--- src/swf_cfg.svh ---
/*
 Constants for the serial watchdog/fail-safe controller: register codes,
 field positions, reset values and timing counts. Included by the package
 and the design modules.
*/
`ifndef SWF_CFG_SVH
`define SWF_CFG_SVH
`define SWF_WORD_BITS 16
`define SWF_ADDR_HI 14
`define SWF_ADDR_LO 12
`define SWF_TOGGLE_BIT 15
`define SWF_ADDR_OUTPUT_CTRL 3'h0
`define SWF_ADDR_OPEN_LOAD 3'h1
`define SWF_ADDR_UNUSED 3'h3
`define SWF_ADDR_CUR_LIMIT 3'h5
`define SWF_ADDR_WD_SENSE 3'h6
`define SWF_ADDR_TEST 3'h7
`define SWF_WD_SEL_HI 5
`define SWF_WD_SEL_LO 4
`define SWF_CFG_RESET 12'h000
`define SWF_BASE_TIMEOUT_US 40000
`define SWF_CLK_MHZ 100
`define SWF_BASE_TIMEOUT_CYC (`SWF_BASE_TIMEOUT_US * `SWF_CLK_MHZ)
`define SWF_OSC_DIV 100
`endif

--- src/swf_pkg.sv ---
/*
 Types shared by the watchdog/fail-safe controller files.
 Assumes swf_cfg.svh is on the include path.
*/
`include "swf_cfg.svh"
package swf_pkg;
  typedef enum logic [1:0] {
    SWF_SLEEP = 2'b00,
    SWF_DEFAULT = 2'b01,
    SWF_NORMAL = 2'b10,
    SWF_FAILSAFE = 2'b11
  } swf_mode_t;
  typedef logic [11:0] swf_cfg_t;
endpackage : swf_pkg

--- src/swf_ctrl.sv ---
/*
 Serial command/status port, configuration registers and watchdog
 fail-safe mode control of a quad high-side, octal low-side switch.
 Assumes a serial master with clock idle low, data sampled on rising edge;
 fault inputs come from detectors outside this block.
*/
`timescale 1ns/10ps
`include "swf_cfg.svh"
module swf_ctrl #(
  parameter int BASE_TICKS = `SWF_BASE_TIMEOUT_CYC / `SWF_OSC_DIV,
  parameter int OSC_DIV = `SWF_OSC_DIV
) (
  input wire logic i_sys_clk,
  input wire logic i_rst,
  input wire logic i_cs_n,
  input wire logic i_sclk,
  input wire logic i_si,
  output logic o_so,
  output logic o_so_oe_n,
  input wire logic i_reset_pin_n,
  input wire logic i_wake,
  input wire logic i_failsafe_enable_in,
  input wire logic i_watchdog_toggle_pin,
  input wire logic [3:0] i_high_side_direct_inputs,
  input wire logic i_low_side_direct_input,
  input wire logic [11:0] i_fault_present,
  input wire logic [11:0] i_output_control_word,
  output logic [3:0] o_high_side_on,
  output logic [7:0] o_low_side_on,
  output logic [3:0] o_sense_route,
  output logic [3:0] o_hs_open_load_det_en,
  output logic [7:0] o_ls_open_load_det_en,
  output logic [3:0] o_hs_sustain_only,
  output logic [7:0] o_ls_overcurrent_latch_en,
  output swf_pkg::swf_mode_t o_mode
);
  import swf_pkg::*;

  // Two-flop synchronisers for every pin input
  logic [6:0] pin_s1;
  logic [6:0] pin_s2;
  logic [3:0] ihs_s1;
  logic [3:0] ihs_s2;
  logic ils_s1;
  logic ils_s2;
  logic [11:0] flt_s1;
  logic [11:0] flt_s2;
  always_ff @(posedge i_sys_clk) begin
    pin_s1 <= {i_cs_n, i_sclk, i_si, i_reset_pin_n, i_wake, i_failsafe_enable_in,
               i_watchdog_toggle_pin};
    pin_s2 <= pin_s1;
    ihs_s1 <= i_high_side_direct_inputs;
    ihs_s2 <= ihs_s1;
    ils_s1 <= i_low_side_direct_input;
    ils_s2 <= ils_s1;
    flt_s1 <= i_fault_present;
    flt_s2 <= flt_s1;
  end
  logic cs_n_s;
  logic sclk_s;
  logic si_s;
  logic rstp_s;
  logic wake_s;
  logic fsi_s;
  logic watchdog_toggle_pin_s;
  assign {cs_n_s, sclk_s, si_s, rstp_s, wake_s, fsi_s, watchdog_toggle_pin_s} = pin_s2;

  logic cs_n_d;
  logic sclk_d;
  logic rstp_d;
  logic wake_d;
  logic watchdog_toggle_pin_d;
  always_ff @(posedge i_sys_clk) begin
    if (i_rst) begin
      cs_n_d <= 1'b1;
      sclk_d <= 1'b0;
      rstp_d <= 1'b0;
      wake_d <= 1'b0;
      watchdog_toggle_pin_d <= 1'b0;
    end else begin
      cs_n_d <= cs_n_s;
      sclk_d <= sclk_s;
      rstp_d <= rstp_s;
      wake_d <= wake_s;
      watchdog_toggle_pin_d <= watchdog_toggle_pin_s;
    end
  end
  logic cs_fall;
  logic cs_rise;
  logic sclk_rise;
  logic sclk_fall;
  assign cs_fall = cs_n_d && !cs_n_s;
  assign cs_rise = !cs_n_d && cs_n_s;
  assign sclk_rise = !cs_n_s && !sclk_d && sclk_s;
  assign sclk_fall = !cs_n_s && sclk_d && !sclk_s;

  // Configuration and echo state
  swf_cfg_t open_load_detect_config;
  swf_cfg_t current_limit_config;
  swf_cfg_t watchdog_sense_config;
  logic echoed_toggle_bit;
  logic [11:0] fault_latch;
  logic [15:0] shift_out;
  logic [15:0] shift_in;
  logic [4:0] bit_cnt;
  logic word_seen;
  logic msg_valid;
  logic [2:0] msg_addr;
  logic msg_toggle;
  logic last_toggle;

  // Status word at select fall, MSB first
  always_ff @(posedge i_sys_clk) begin
    if (i_rst) begin
      shift_out <= 16'h0000;
    end else if (cs_fall) begin
      shift_out <= {echoed_toggle_bit,
        echoed_toggle_bit ? {ihs_s2[2], ihs_s2[3], wake_s}
                          : {ihs_s2[0], ihs_s2[1], fsi_s},
        fault_latch};
    end else if (sclk_rise) begin
      shift_out <= {shift_out[14:0], si_s};
    end
  end

  // Received bits; bit 4 of the count stays zero so only the low four matter
  always_ff @(posedge i_sys_clk) begin
    if (i_rst || cs_fall) begin
      shift_in <= 16'h0000;
      bit_cnt <= 5'h00;
      word_seen <= 1'b0;
    end else if (sclk_rise) begin
      shift_in <= {shift_in[14:0], si_s};
      bit_cnt <= {1'b0, bit_cnt[3:0] + 4'h1};
      if (bit_cnt[3:0] == 4'hF) begin
        word_seen <= 1'b1;
      end
    end
  end

  assign msg_valid = cs_rise && word_seen && (bit_cnt[3:0] == 4'h0);
  assign msg_addr = shift_in[`SWF_ADDR_HI:`SWF_ADDR_LO];
  assign msg_toggle = shift_in[`SWF_TOGGLE_BIT];

  // Output pin: updated on falling clock edges and through the clock low phase while selected
  always_ff @(posedge i_sys_clk) begin
    if (i_rst || cs_rise || cs_n_s) begin
      o_so_oe_n <= 1'b1;
      o_so <= 1'b0;
    end else if (cs_fall) begin
      o_so_oe_n <= 1'b0;
      o_so <= 1'b0;
    end else begin
      o_so_oe_n <= 1'b0;
      if (sclk_fall || sclk_d == 1'b0) begin
        o_so <= shift_out[15];
      end
    end
  end

  // Register writes; reset pin low clears configuration too
  always_ff @(posedge i_sys_clk) begin
    if (i_rst || !rstp_s) begin
      open_load_detect_config <= `SWF_CFG_RESET;
      current_limit_config <= `SWF_CFG_RESET;
      watchdog_sense_config <= `SWF_CFG_RESET;
    end else if (msg_valid) begin
      unique case (msg_addr)
        `SWF_ADDR_OPEN_LOAD: open_load_detect_config <= shift_in[11:0];
        `SWF_ADDR_CUR_LIMIT: current_limit_config <= shift_in[11:0];
        `SWF_ADDR_WD_SENSE: watchdog_sense_config <= shift_in[11:0];
        default: ;
      endcase
    end
  end

  // Echo tracks toggle bit of output-control messages only
  always_ff @(posedge i_sys_clk) begin
    if (i_rst) begin
      echoed_toggle_bit <= 1'b0;
    end else if (msg_valid && msg_addr == `SWF_ADDR_OUTPUT_CTRL) begin
      echoed_toggle_bit <= msg_toggle;
    end
  end

  // Fault capture: new faults set, clear only if gone; set wins
  always_ff @(posedge i_sys_clk) begin
    if (i_rst) begin
      fault_latch <= 12'h000;
    end else if (cs_rise) begin
      fault_latch <= flt_s2;
    end else if (cs_n_s) begin
      fault_latch <= fault_latch | flt_s2;
    end
  end

  // Watchdog kick: toggle of pin or of any accepted message bit
  logic kick;
  logic restart;
  logic wd_expired;
  logic wake_was_high;
  always_ff @(posedge i_sys_clk) begin
    if (i_rst) begin
      last_toggle <= 1'b0;
    end else if (msg_valid) begin
      last_toggle <= msg_toggle;
    end
  end
  assign kick = (watchdog_toggle_pin_s != watchdog_toggle_pin_d) || (msg_valid && msg_toggle != last_toggle);
  assign restart = (wake_s && !wake_d) || (rstp_s && !rstp_d);

  swf_watchdog #(
    .BASE_TICKS(BASE_TICKS),
    .OSC_DIV(OSC_DIV)
  ) u_wd (
    .i_sys_clk(i_sys_clk),
    .i_rst(i_rst),
    // With fail-safe enable high, wake keeps the watchdog armed while the reset pin is low
    .i_enable(fsi_s && (rstp_s || wake_s)),
    .i_restart(restart),
    .i_kick(kick),
    .i_sel(watchdog_sense_config[`SWF_WD_SEL_HI:`SWF_WD_SEL_LO]),
    .o_expired(wd_expired)
  );

  // Mode control
  swf_mode_t next_mode;
  always_comb begin
    next_mode = o_mode;
    unique case (o_mode)
      SWF_SLEEP: begin
        if (wd_expired && fsi_s) begin
          next_mode = SWF_FAILSAFE;
        end else if (rstp_s) begin
          next_mode = SWF_DEFAULT;
        end
      end
      SWF_DEFAULT, SWF_NORMAL: begin
        if (wd_expired && fsi_s) begin
          next_mode = SWF_FAILSAFE;
        end else if (!rstp_s) begin
          next_mode = SWF_SLEEP;
        end else if (msg_valid) begin
          next_mode = SWF_NORMAL;
        end
      end
      SWF_FAILSAFE: begin
        if (!fsi_s || (!rstp_s && (!wake_was_high || !wake_s))) begin
          next_mode = rstp_s ? SWF_DEFAULT : SWF_SLEEP;
        end
      end
    endcase
  end
  always_ff @(posedge i_sys_clk) begin
    if (i_rst) begin
      o_mode <= SWF_SLEEP;
    end else begin
      o_mode <= next_mode;
    end
  end

  // Wake seen high outside fail-safe decides the exit condition
  always_ff @(posedge i_sys_clk) begin
    if (i_rst) begin
      wake_was_high <= 1'b0;
    end else if (o_mode != SWF_FAILSAFE) begin
      wake_was_high <= wake_s;
    end
  end

  // Outputs; output-control logic lives elsewhere, so its word is an input
  always_ff @(posedge i_sys_clk) begin
    if (i_rst) begin
      o_high_side_on <= 4'h0;
      o_low_side_on <= 8'h00;
    end else if (o_mode == SWF_FAILSAFE) begin
      o_high_side_on <= 4'h5;
      o_low_side_on <= 8'h00;
    end else if (o_mode == SWF_SLEEP || !rstp_s) begin
      o_high_side_on <= 4'h0;
      o_low_side_on <= 8'h00;
    end else if (o_mode == SWF_DEFAULT) begin
      o_high_side_on <= ihs_s2;
      o_low_side_on <= {8{ils_s2}};
    end else begin
      o_high_side_on <= i_output_control_word[3:0];
      o_low_side_on <= i_output_control_word[11:4];
    end
  end

  assign o_sense_route = watchdog_sense_config[3:0];
  assign o_hs_open_load_det_en = ~open_load_detect_config[3:0];
  assign o_ls_open_load_det_en = open_load_detect_config[11:4];
  assign o_hs_sustain_only = current_limit_config[3:0];
  assign o_ls_overcurrent_latch_en = current_limit_config[11:4];
endmodule : swf_ctrl

--- src/swf_watchdog.sv ---
/*
 Watchdog counter running on a divided oscillator enable.
 Assumes toggle, restart and enable come from the same clock domain.
*/
`timescale 1ns/10ps
`include "swf_cfg.svh"
module swf_watchdog #(
  parameter int BASE_TICKS = `SWF_BASE_TIMEOUT_CYC / `SWF_OSC_DIV,
  parameter int OSC_DIV = `SWF_OSC_DIV
) (
  input wire logic i_sys_clk,
  input wire logic i_rst,
  input wire logic i_enable,
  input wire logic i_restart,
  input wire logic i_kick,
  input wire logic [1:0] i_sel,
  output logic o_expired
);
  import swf_pkg::*;
  logic [$clog2(OSC_DIV+1)-1:0] div_cnt;
  logic osc_tick;
  logic [31:0] ticks;
  logic [31:0] limit;

  // Oscillator stand-in: one enable pulse per OSC_DIV cycles
  always_ff @(posedge i_sys_clk) begin
    if (i_rst || div_cnt == OSC_DIV[$bits(div_cnt)-1:0] - 1'b1) begin
      div_cnt <= '0;
    end else begin
      div_cnt <= div_cnt + 1'b1;
    end
  end
  assign osc_tick = (div_cnt == '0);

  assign limit = 32'(BASE_TICKS) >> i_sel;

  always_ff @(posedge i_sys_clk) begin
    if (i_rst || !i_enable || i_restart || i_kick) begin
      ticks <= '0;
    end else if (osc_tick && !o_expired) begin
      ticks <= ticks + 32'h1;
    end
  end

  // Expiry is sticky until restart or disable
  always_ff @(posedge i_sys_clk) begin
    if (i_rst || !i_enable || i_restart) begin
      o_expired <= 1'b0;
    end else if (ticks >= limit) begin
      o_expired <= 1'b1;
    end
  end
endmodule : swf_watchdog

--- config.mk ---
export PLATFORM = sky130hd
export DESIGN_NAME = swf_ctrl
export DESIGN_NICKNAME = d
export VERILOG_FILES = /design/src/swf_pkg.sv /design/src/swf_ctrl.sv /design/src/swf_watchdog.sv
export VERILOG_INCLUDE_DIRS = /design/src
export SDC_FILE = /design/constraint.sdc
export NUM_CORES = 1
export LEC_CHECK = 0
export BUFFER_PORTS_ARGS = -buffer_cell sky130_fd_sc_hd__buf_4
export CAP_MARGIN = 15
export CELL_PAD_IN_SITES_DETAIL_PLACEMENT = 1
export CELL_PAD_IN_SITES_GLOBAL_PLACEMENT = 2
export CORE_ASPECT_RATIO = 1.4
export CORE_MARGIN = 8
export CORE_UTILIZATION = 35
export CTS_CLUSTER_SIZE = 20
export DETAILED_ROUTE_END_ITERATION = 12
export PLACE_DENSITY_LB_ADDON = 0.1
export SYNTH_ARGS = -nofsm -noshare
export SYNTH_HDL_FRONTEND = slang
export SYNTH_SLANG_ARGS = --single-unit
--- constraint.sdc ---
create_clock -name i_sys_clk -period 5.4 [get_ports i_sys_clk]
set_input_delay 0.81 -clock i_sys_clk [delete_from_list [all_inputs] [get_ports i_sys_clk]]
set_output_delay 0.81 -clock i_sys_clk [all_outputs]
set_load 0.005 [all_outputs]
==> results.toml, run 1 <==
[place]
dpl.hpwl_um = 13100
portBuffers = 81
globalplace.congestion = 0.730

[timing]
holdWs_ns = 0.328
timing.final.crit_share_pct = 64.9
maxSlewViolCount = 0
rsz0062_at_grt = "false"
slew_headroom_pct = 27.3
hold_viol = 0
tightest_slew_ns = 1.09
finalSetupViolations = 0
max_freq_mhz = 285
min_period_ns = 3.50
finClkSkew_ns = 0.00974
tns_ns = 0

[synthesis]
synthMuxAreaShare_pct = 6.00
synth_cells = 766
synth-seq-cells = 191
synth_top_family_by_area = "simple AND/OR/NAND/NOR gates"
synthAdderAreaFrac_pct = 4.48
synth_ff_type = "dfxtp_1"
yosys-top-cells-count = "dfxtp_1, nand2_1, nor2_1, a21oi_1, mux2i_1"
synth_top_area_share_pct = 50.7
async_flop_share_pct = 0
synthTopCellsByArea = "dfxtp_1, mux2i_1, ha_1"
synth.most_common_cell = "dfxtp_1"
syn_nets = 831
synth_edf_count = 0
synth.distinct_cells = 49
syn_avg_cell_area_um2 = 9.85
yosysWarnings = 0
synthXorXnorAreaFrac_pct = 1.74
yosysTopAreaCell = "dfxtp_1"
yosys.area_share.simple_pct = 20.3
netlist_area_mm2 = 0.00755
ys_seq_area_share_pct = 50.7
synth_compound_area_share_pct = 11.7

[hold_path]
min_path_type = "flip-flop to flip-flop"
worstHoldStart = "flt_s1[2]$_DFF_P_"

[worst_setup_path]
crit_required_ns = 5.70
critPathCaptureType = "flip-flop"
cp.arrival_ns = 3.80
max_stage_delay_ns = 1.02
startpoint = "pin_s2[6]$_DFF_P_"
path_class = "flip-flop to flip-flop"
crit_chain = "nand2b_1, or3_1, nand2_1, nor2_1"
r2r-end = "u_wd.ticks[1]$_SDFFE_PP0P_"
cp-start-kind = "flip-flop"
crit_path_end = "u_wd.ticks[1]$_SDFFE_PP0P_"
r2r_start = "pin_s2[6]$_DFF_P_"
reg2reg_slack_ns = 1.90
cp_slowest_cell = "or3_1"
rr_worst_depth = 4
crit_fanout = 31

[clocking]
cts_hold_buffers = 0
root_buffer = "clkbuf_16"
tritoncts = "yes"
cts_setup_buffers = 0
clock_path_buffers = 2
path_clk_slew_ns = 0.07
cts-resized-gates = 0
insertion_delay_ns = 0.43
cts_inserted_buffers = 17
h-tree-depth = 4
clock_sinks = 191

[floorplan]
die_y_um = 190
rows = 63
die_area_mm2 = 0.0266
initial_core_util_pct = 35.6
pin_count = 82
fp.coreArea_mm2 = 0.0212
die_x_um = 140

[global_routing]
track_usage_pct = 14.3
grt_start_max_net_pins = 48
grt_pass1_wl_um = 30800
antenna_found_initial = 0
overflow = 0
grt_pass1_vias = 6089

[detailed_routing]
drc = 0
drt_first_pass_iters = 4
wirelength_um = 18400
viasPerCell = 5.23
ant_nets = 0
vias = 5704
wl_per_cell_um = 16.9
drtIter0Drc = 223

[power]
clock_power_share_pct = 42.6
pwr-share-seq_pct = 51.5
p_int_w = 0.00215
power.share.switching_pct = 25.1
p_total_w = 0.00287
powerDensity_mw_per_mm2 = 326
ir_drop_v = 0.000301
p_leak_nw = 3.30
share_comb_of_total_power_pct = 6.0
power.switching_w = 0.000722

[final_layout]
insertedDiodeCount = 0
area_delta_synth_final_pct = 16.8
final_nets = 882
n_fill_cell = 2393
drive_above_1_share_pct = 17.2

[flow_run]
maxCapViolations = 0

[run_status]
status = "completed"
-- layout make-up --
type / count / area [um2] / share of cell area [%]
flip-flops and latches: 191 / 3820 / 43.4
multi-input cells: 494 / 3350 / 38.0
repair buffers: 85 / 642 / 7.28
clock buffers: 18 / 429 / 4.87
well taps: 260 / 325 / 3.69
clock inverters: 14 / 141 / 1.60
inverters: 28 / 105 / 1.19
-- through the flow --
stage	worst slack, ns	std cells	utilization [%]	instance area [um2]
2_1_floorplan	3.41	766	-	7550
3_3_place_gp	2.12	1057	38.8	8230
5_1_grt	1.64	1090	41.6	8810
6_report	1.90	1090	41.6	8810
3_5_place_dp	1.91	1057	38.8	8230
4_1_cts	1.88	1089	41.5	8800
-- critical path, delay by kind of cell (launching register included) --
family	cells	cell delay [ns]
DFF	1	0.78
and+or+nand+nor	4	2.57
-- routing by layer --
metal,up-vias,GRT usage (%),share of wire [%]
met5,-,0,0
met4,0,4.86,1.3
met3,14,2.76,1.9
met2,61,27.5,55
met1,2828,15.3,42
li1,2801,-,-
-- placed cells by master, fill, tap and decap left out, types with 2 or more instances in the layout --
| cell type | count |
|---|---|
| and3_1 | 3 |
| mux2_2 | 2 |
| ha_1 | 27 |
| nor4_2 | 7 |
| nor2b_1 | 8 |
| xor2_1 | 9 |
| and2_1 | 7 |
| or2_2 | 3 |
| nand2b_1 | 13 |
| nor4_1 | 7 |
| buf_4 | 84 |
| dfxtp_1 | 191 |
| nor4_4 | 4 |
| o21bai_1 | 2 |
| nand4_1 | 13 |
| nand3_1 | 30 |
| nor3_1 | 4 |
| inv_8 | 6 |
| inv_1 | 28 |
| a22oi_1 | 12 |
| nor3_2 | 6 |
| nand2_1 | 67 |
| a21oi_1 | 56 |
| and4_1 | 6 |
| a211oi_1 | 12 |
| or3_1 | 12 |
| o21ai_0 | 12 |
| a222oi_1 | 12 |
| a41o_1 | 12 |
| a21o_1 | 4 |
| nand4_2 | 2 |
| nor3b_2 | 2 |
| mux2i_1 | 43 |
| clkbuf_16 | 17 |
| o2111ai_1 | 2 |
| inv_6 | 5 |
| nor2_1 | 67 |
| xnor2_1 | 6 |
| nand3b_1 | 13 |
-- cell families (layout without fill, tap and decap cells) --
kind of cell / after synthesis / in the layout
multiplexers: 45 / 45
AND/OR/NAND/NOR: 276 / 276
AO/OA/AOI/OAI: 131 / 131
buffers and inverters: 81 / 145
flip-flops: 191 / 191
adder cells (fa/ha/maj): 27 / 27
XOR/XNOR: 15 / 15
-- registers in the layout, summed over array words and instances (netlist names), 2 cells and up --
register	flops
ihs_s2	4
shift_in	16
current_limit_config	12
watchdog_sense_config	6
o_mode	2
pin_s2	7
ihs_s1	4
flt_s2	12
fault_latch	12
pin_s1	7
flt_s1	12
open_load_detect_config	12
o_low_side_on	8
shift_out	16
bit_cnt	4
u_wd.div_cnt	7
u_wd.ticks	32
o_high_side_on	4
-- power by group through the flow --
stage / clock network [W] / registers [W] / logic, W
3_5_place_dp: 0 / 0.00151 / 0.000174
2_1_floorplan: 0 / 0.00150 / 0.000113
4_1_cts: 0.00127 / 0.00148 / 0.000175
5_1_grt: 0.00132 / 0.00148 / 0.000191
6_report: 0.00122 / 0.00148 / 0.000171
3_3_place_gp: 0 / 0.00151 / 0.000167
-- worst min path at each step --
stage,endpoint,cells past startpoint
after detailed placement,pin_s2[6]$_DFF_P_,0
after global placement,flt_s2[2]$_DFF_P_,0
after CTS,ils_s2$_DFF_P_,0
after floorplan,flt_s2[0]$_DFF_P_,0
after global routing,flt_s2[2]$_DFF_P_,0
final,flt_s2[2]$_DFF_P_,0
Note: power is estimated with default switching activity, not from simulation.
==> run 2, diff against run 1 <==
clock period = 3.5 ns   (was 5.4 ns; I/O delays follow)
==> run 2 against run 1 <==
  * Sequential power grew 54%
  * Critical path depth grew 1
  * Core utilization grew 0.56 points
  * Hold slack lost 0.15 ns
  * Highest routed layer unchanged
  * Count of clock-buffer cells in the layout shrank 1
  * Combinational power grew 57%
  * First-iteration DRC count grew 26%
  * Total power grew 58%
==> results.toml, run 2 (synthesis gave the netlist of run 1 again) <==
[global_routing]
overflow = 0
grt_pass1_wl_um = 31000
track_usage_pct = 14.5
grt_start_max_net_pins = 46
antenna_found_initial = 0
grt_pass1_vias = 6106

[floorplan]
die_x_um = 140
rows = 63
fp.coreArea_mm2 = 0.0212
die_area_mm2 = 0.0266
initial_core_util_pct = 35.6
pin_count = 82
die_y_um = 190

[place]
globalplace.congestion = 0.740
dp_slack_ns = 1.16
portBuffers = 81
dpl.hpwl_um = 13600

[worst_setup_path]
cp.arrival_ns = 2.67
path_class = "flip-flop to flip-flop"
crit_required_ns = 3.82
cp-start-kind = "flip-flop"
critPathCaptureType = "flip-flop"
crit_fanout = 20
cp_slowest_cell = "dfxtp_1"
crit_chain = "nand2b_1, buf_4, nor4_4, mux2i_1, nor2_1"
max_stage_delay_ns = 0.80

[hold_path]
min_path_type = "input port to flip-flop"

[timing]
tns_ns = 0
finClkSkew_ns = 0.0103
rsz0062_at_grt = "false"
maxSlewViolCount = 0
worst_slack_ns = 1.15
min_period_ns = 2.35
max_freq_mhz = 426
hold_viol = 0
slew_headroom_pct = 31.9
holdWs_ns = 0.180
tightest_slew_ns = 1.02
finalSetupViolations = 0
timing.final.crit_share_pct = 67.1

[detailed_routing]
wl_per_cell_um = 17.1
drt_first_pass_iters = 7
vias = 5730
drc = 0
drtIter0Drc = 281
viasPerCell = 5.21
wirelength_um = 18800
ant_nets = 0

[final_layout]
regMostFlops = "u_wd.ticks"
layout_commonest_cell = "dfxtp_1"
insertedDiodeCount = 0
layout_common_cells = "dfxtp_1, buf_4, nor2_1, nand2_1, a21oi_1"
n_fill_cell = 2405
final_nets = 892
regArea_mm2 = 0.00382
drive_above_1_share_pct = 18.3
area_delta_synth_final_pct = 18.4
top_regs = "u_wd.ticks: 32 flops, shift_in: 16 flops, shift_out: 16 flops"
multiInputGateArea_mm2 = 0.00335
largest_reg_flops = 32

[clocking]
tritoncts = "yes"
cts_setup_buffers = 0
h-tree-depth = 4
insertion_delay_ns = 0.44
path_clk_slew_ns = 0.08
root_buffer = "clkbuf_16"
clock_sinks = 191
clock_path_buffers = 2
cts_inserted_buffers = 17
cts-resized-gates = 0
cts_hold_buffers = 0

[power]
ir_drop_v = 0.000326
powerDensity_mw_per_mm2 = 509
p_leak_nw = 3.36
p_total_w = 0.00455

[flow_run]
maxCapViolations = 0

[run_status]
status = "completed"
[run 2: changes by cell type in the layout (fill, tap and decap cells not counted), moves of 2 or more]
cell and delta:
buf_4 +11, inv_12 +5, inv_6 -4, inv_8 -2
[run 2: critical path: cells and delay by family (launching register included)]
kind	cells	cell delay (ns)
and+or+nand+nor	3	0.88
muxes	1	0.29
DFF	1	0.80
buffers and inverters	1	0.26
[run 2: routing by layer]
metal | up-vias | share of wire [%] | routed length (um) | track usage [%]
met5 | - | 0 | 0 | 0
met4 | 0 | 2.1 | 392 | 5.57
met3 | 26 | 1.8 | 347 | 2.51
met2 | 62 | 55 | 10300 | 27.9
met1 | 2823 | 41 | 7750 | 15.3
li1 | 2819 | - | - | -
[run 2: final timing paths]
path	slack, ns	depth (start not counted)	end	start
setup / recovery	1.15	5	watchdog_sense_config[1]$_SDFFE_PP0P_	pin_s2[6]$_DFF_P_
hold / removal	0.18	1	flt_s1[10]$_DFF_P_	i_fault_present[10]
setup reg to reg	1.15	5	watchdog_sense_config[1]$_SDFFE_PP0P_	pin_s2[6]$_DFF_P_
hold reg to reg	0.32	0	flt_s2[4]$_DFF_P_	flt_s1[4]$_DFF_P_
[run 2: power by group]
part           switching (W)  internal (W)
Sequential         0.0000410       0.00224
Combinational       0.000142      0.000126
Clock                0.00100      0.000992
Total                0.00119       0.00336
[run 2: area by class of cell]
cell class	count	share of cell area [%]
Tap cell	260	3.64
Timing Repair Buffer	95	7.98
Multi-Input combinational cell	494	37.5
Inverter	28	1.18
Clock buffer	17	4.76
Sequential cell	191	42.8
Clock inverter	15	2.16
[run 2: per-stage QoR]
step / util (%) / instances / cell area, um2
floorplan: - / 766 / 7550
global placement: 39.2 / 1068 / 8310
detailed placement: 39.2 / 1068 / 8310
CTS: 42.1 / 1100 / 8930
global route: 42.1 / 1100 / 8930
finish: 42.1 / 1100 / 8930
==> run 3, diff against run 2 <==
clock period = 2.2 ns   (was 3.5 ns; I/O delays follow)
==> run 3 against run 2 <==
  * Routed wire length increased by 1.4%
  * Count of clock-buffer cells in the layout unchanged
  * Total power increased by 64%
  * Clock skew increased by 0.0037 ns
  * Sequential share of layout area decreased by 1.9 points
  * Final area increased by 4.5%
  * Largest cell class unchanged
==> results.toml, run 3 (synthesis gave the netlist of run 1 again) <==
[timing]
rsz0062_at_grt = "false"
max_freq_mhz = 527
min_period_ns = 1.90
finClkSkew_ns = 0.0139
maxSlewViolCount = 0
tns_ns = 0
finalSetupViolations = 0
hold_viol = 0
slew_headroom_pct = 54.9
tightest_slew_ns = 0.676
timing.final.crit_share_pct = 86.3

[worst_setup_path]
startpoint = "bit_cnt[0]$_SDFFE_PP0P_"
r2r_start = "bit_cnt[0]$_SDFFE_PP0P_"
crit_required_ns = 2.50
critPathCaptureType = "flip-flop"
crit_fanout = 20
cp-start-kind = "flip-flop"
cp.arrival_ns = 2.20
path_class = "flip-flop to flip-flop"

[floorplan]
rows = 63
die_y_um = 190
die_area_mm2 = 0.0266
fp.coreArea_mm2 = 0.0212
die_x_um = 140
initial_core_util_pct = 35.6
pin_count = 82

[clocking]
tritoncts = "yes"
cts_inserted_buffers = 17
clock_path_buffers = 2
clock_sinks = 191
root_buffer = "clkbuf_16"
cts_setup_buffers = 0
h-tree-depth = 4
path_clk_slew_ns = 0.08
insertion_delay_ns = 0.44

[final_layout]
layout_common_cells = "dfxtp_1, buf_4, nor2_1, nand2_1, a21oi_1"
final_nets = 930
top_regs = "u_wd.ticks: 32 flops, shift_in: 16 flops, shift_out: 16 flops"
regArea_mm2 = 0.00382
regMostFlops = "u_wd.ticks"
insertedDiodeCount = 0
n_fill_cell = 2338
largest_reg_flops = 32
drive_above_1_share_pct = 19.1
multiInputGateArea_mm2 = 0.00335
layout_commonest_cell = "dfxtp_1"
area_delta_synth_final_pct = 23.7

[detailed_routing]
vias = 5880
wl_met1_um = 7740
drt_first_pass_iters = 4
highest_layer = "met4"
wirelength_um = 19000
drc = 0
dr_wl_met3_um = 347
viasPerCell = 5.17
wl_per_cell_um = 16.7
drtIter0Drc = 257
wl_met2_um = 10700
ant_nets = 0

[place]
globalplace.congestion = 0.794
dpl.hpwl_um = 13700
portBuffers = 81

[global_routing]
grt_start_max_net_pins = 39
grt_pass1_wl_um = 32100
overflow = 0
track_usage_pct = 14.8
antenna_found_initial = 0
grt_pass1_vias = 6431

[power]
p_leak_nw = 3.55
powerDensity_mw_per_mm2 = 797
ir_drop_v = 0.000491
p_total_w = 0.00744

[flow_run]
maxCapViolations = 0

[hold_path]
worstHoldStart = "i_output_control_word[1]"
min_path_type = "input port to flip-flop"

[run_status]
status = "completed"
## run 3: cell count changes in the layout (fill, tap and decap cells not counted), sizes merged
cell,previous run,this run
buf,95,109
clkinv,4,2
clkinvlp,1,0
dlygate4sd3,0,24
inv,38,41
## run 3: path summary, 6_finish.rpt
path / to / slack, ns / cells after the start
worst max-delay path: u_wd.ticks[24]$_SDFFE_PP0P_ / 0.30 / 7
worst min-delay path: o_high_side_on[1]$_SDFF_PP0_ / 0.14 / 3
worst max register to register: u_wd.ticks[24]$_SDFFE_PP0P_ / 0.30 / 7
worst min register to register: ihs_s2[3]$_DFF_P_ / 0.33 / 0
## run 3: area by class of cell
cell class	count	share of cell area [%]
repair buffers	133	11.6
inverters	28	1.13
clock buffers	17	4.56
well taps	260	3.48
multi-input cells	494	35.8
flip-flops and latches	191	41.0
clock inverters	15	2.43
## run 3: through the flow
step           std cells  utilization [%]  hold WS [ns]  setup slack [ns]  area (um2)
3_5_place_dp        1082             39.8         0.313             0.280        8440
3_3_place_gp        1082             39.8         0.310             0.377        8440
5_1_grt             1138             44.0         0.148             0.104        9340
6_report            1138             44.0         0.135             0.302        9340
2_1_floorplan        766                -         0.310             0.471        7550
4_1_cts             1138             44.0         0.110             0.274        9340
## run 3: critical path: stages, from the launching register on
cell,delay [ns]
dfxtp_1,0.34
inv_1,0.08
ha_1,0.15
nand4bb_1,0.15
or3_1,0.57
buf_4,0.29
nand3b_1,0.11
mux2i_1,0.08
## run 3: power by group
| part | leakage (nW) | switching (W) | internal [W] |
|---|---|---|---|
| sequential | 1.56 | 0.0000610 | 0.00356 |
| combinational | 1.67 | 0.000238 | 0.000242 |
| clock | 0.315 | 0.00170 | 0.00164 |
## run 3: per-layer routing
layer,vias to the layer above,GRT usage (%)
li1,2892,-
met1,2905,15.8
met2,67,29.1
met3,16,2.53
met4,0,4.48
met5,-,0
## run 3: timing repair
action,4_1_cts,5_1_grt
resized for setup,0,0
endpoints found under the hold margin,24,0
hold buffers,24,0
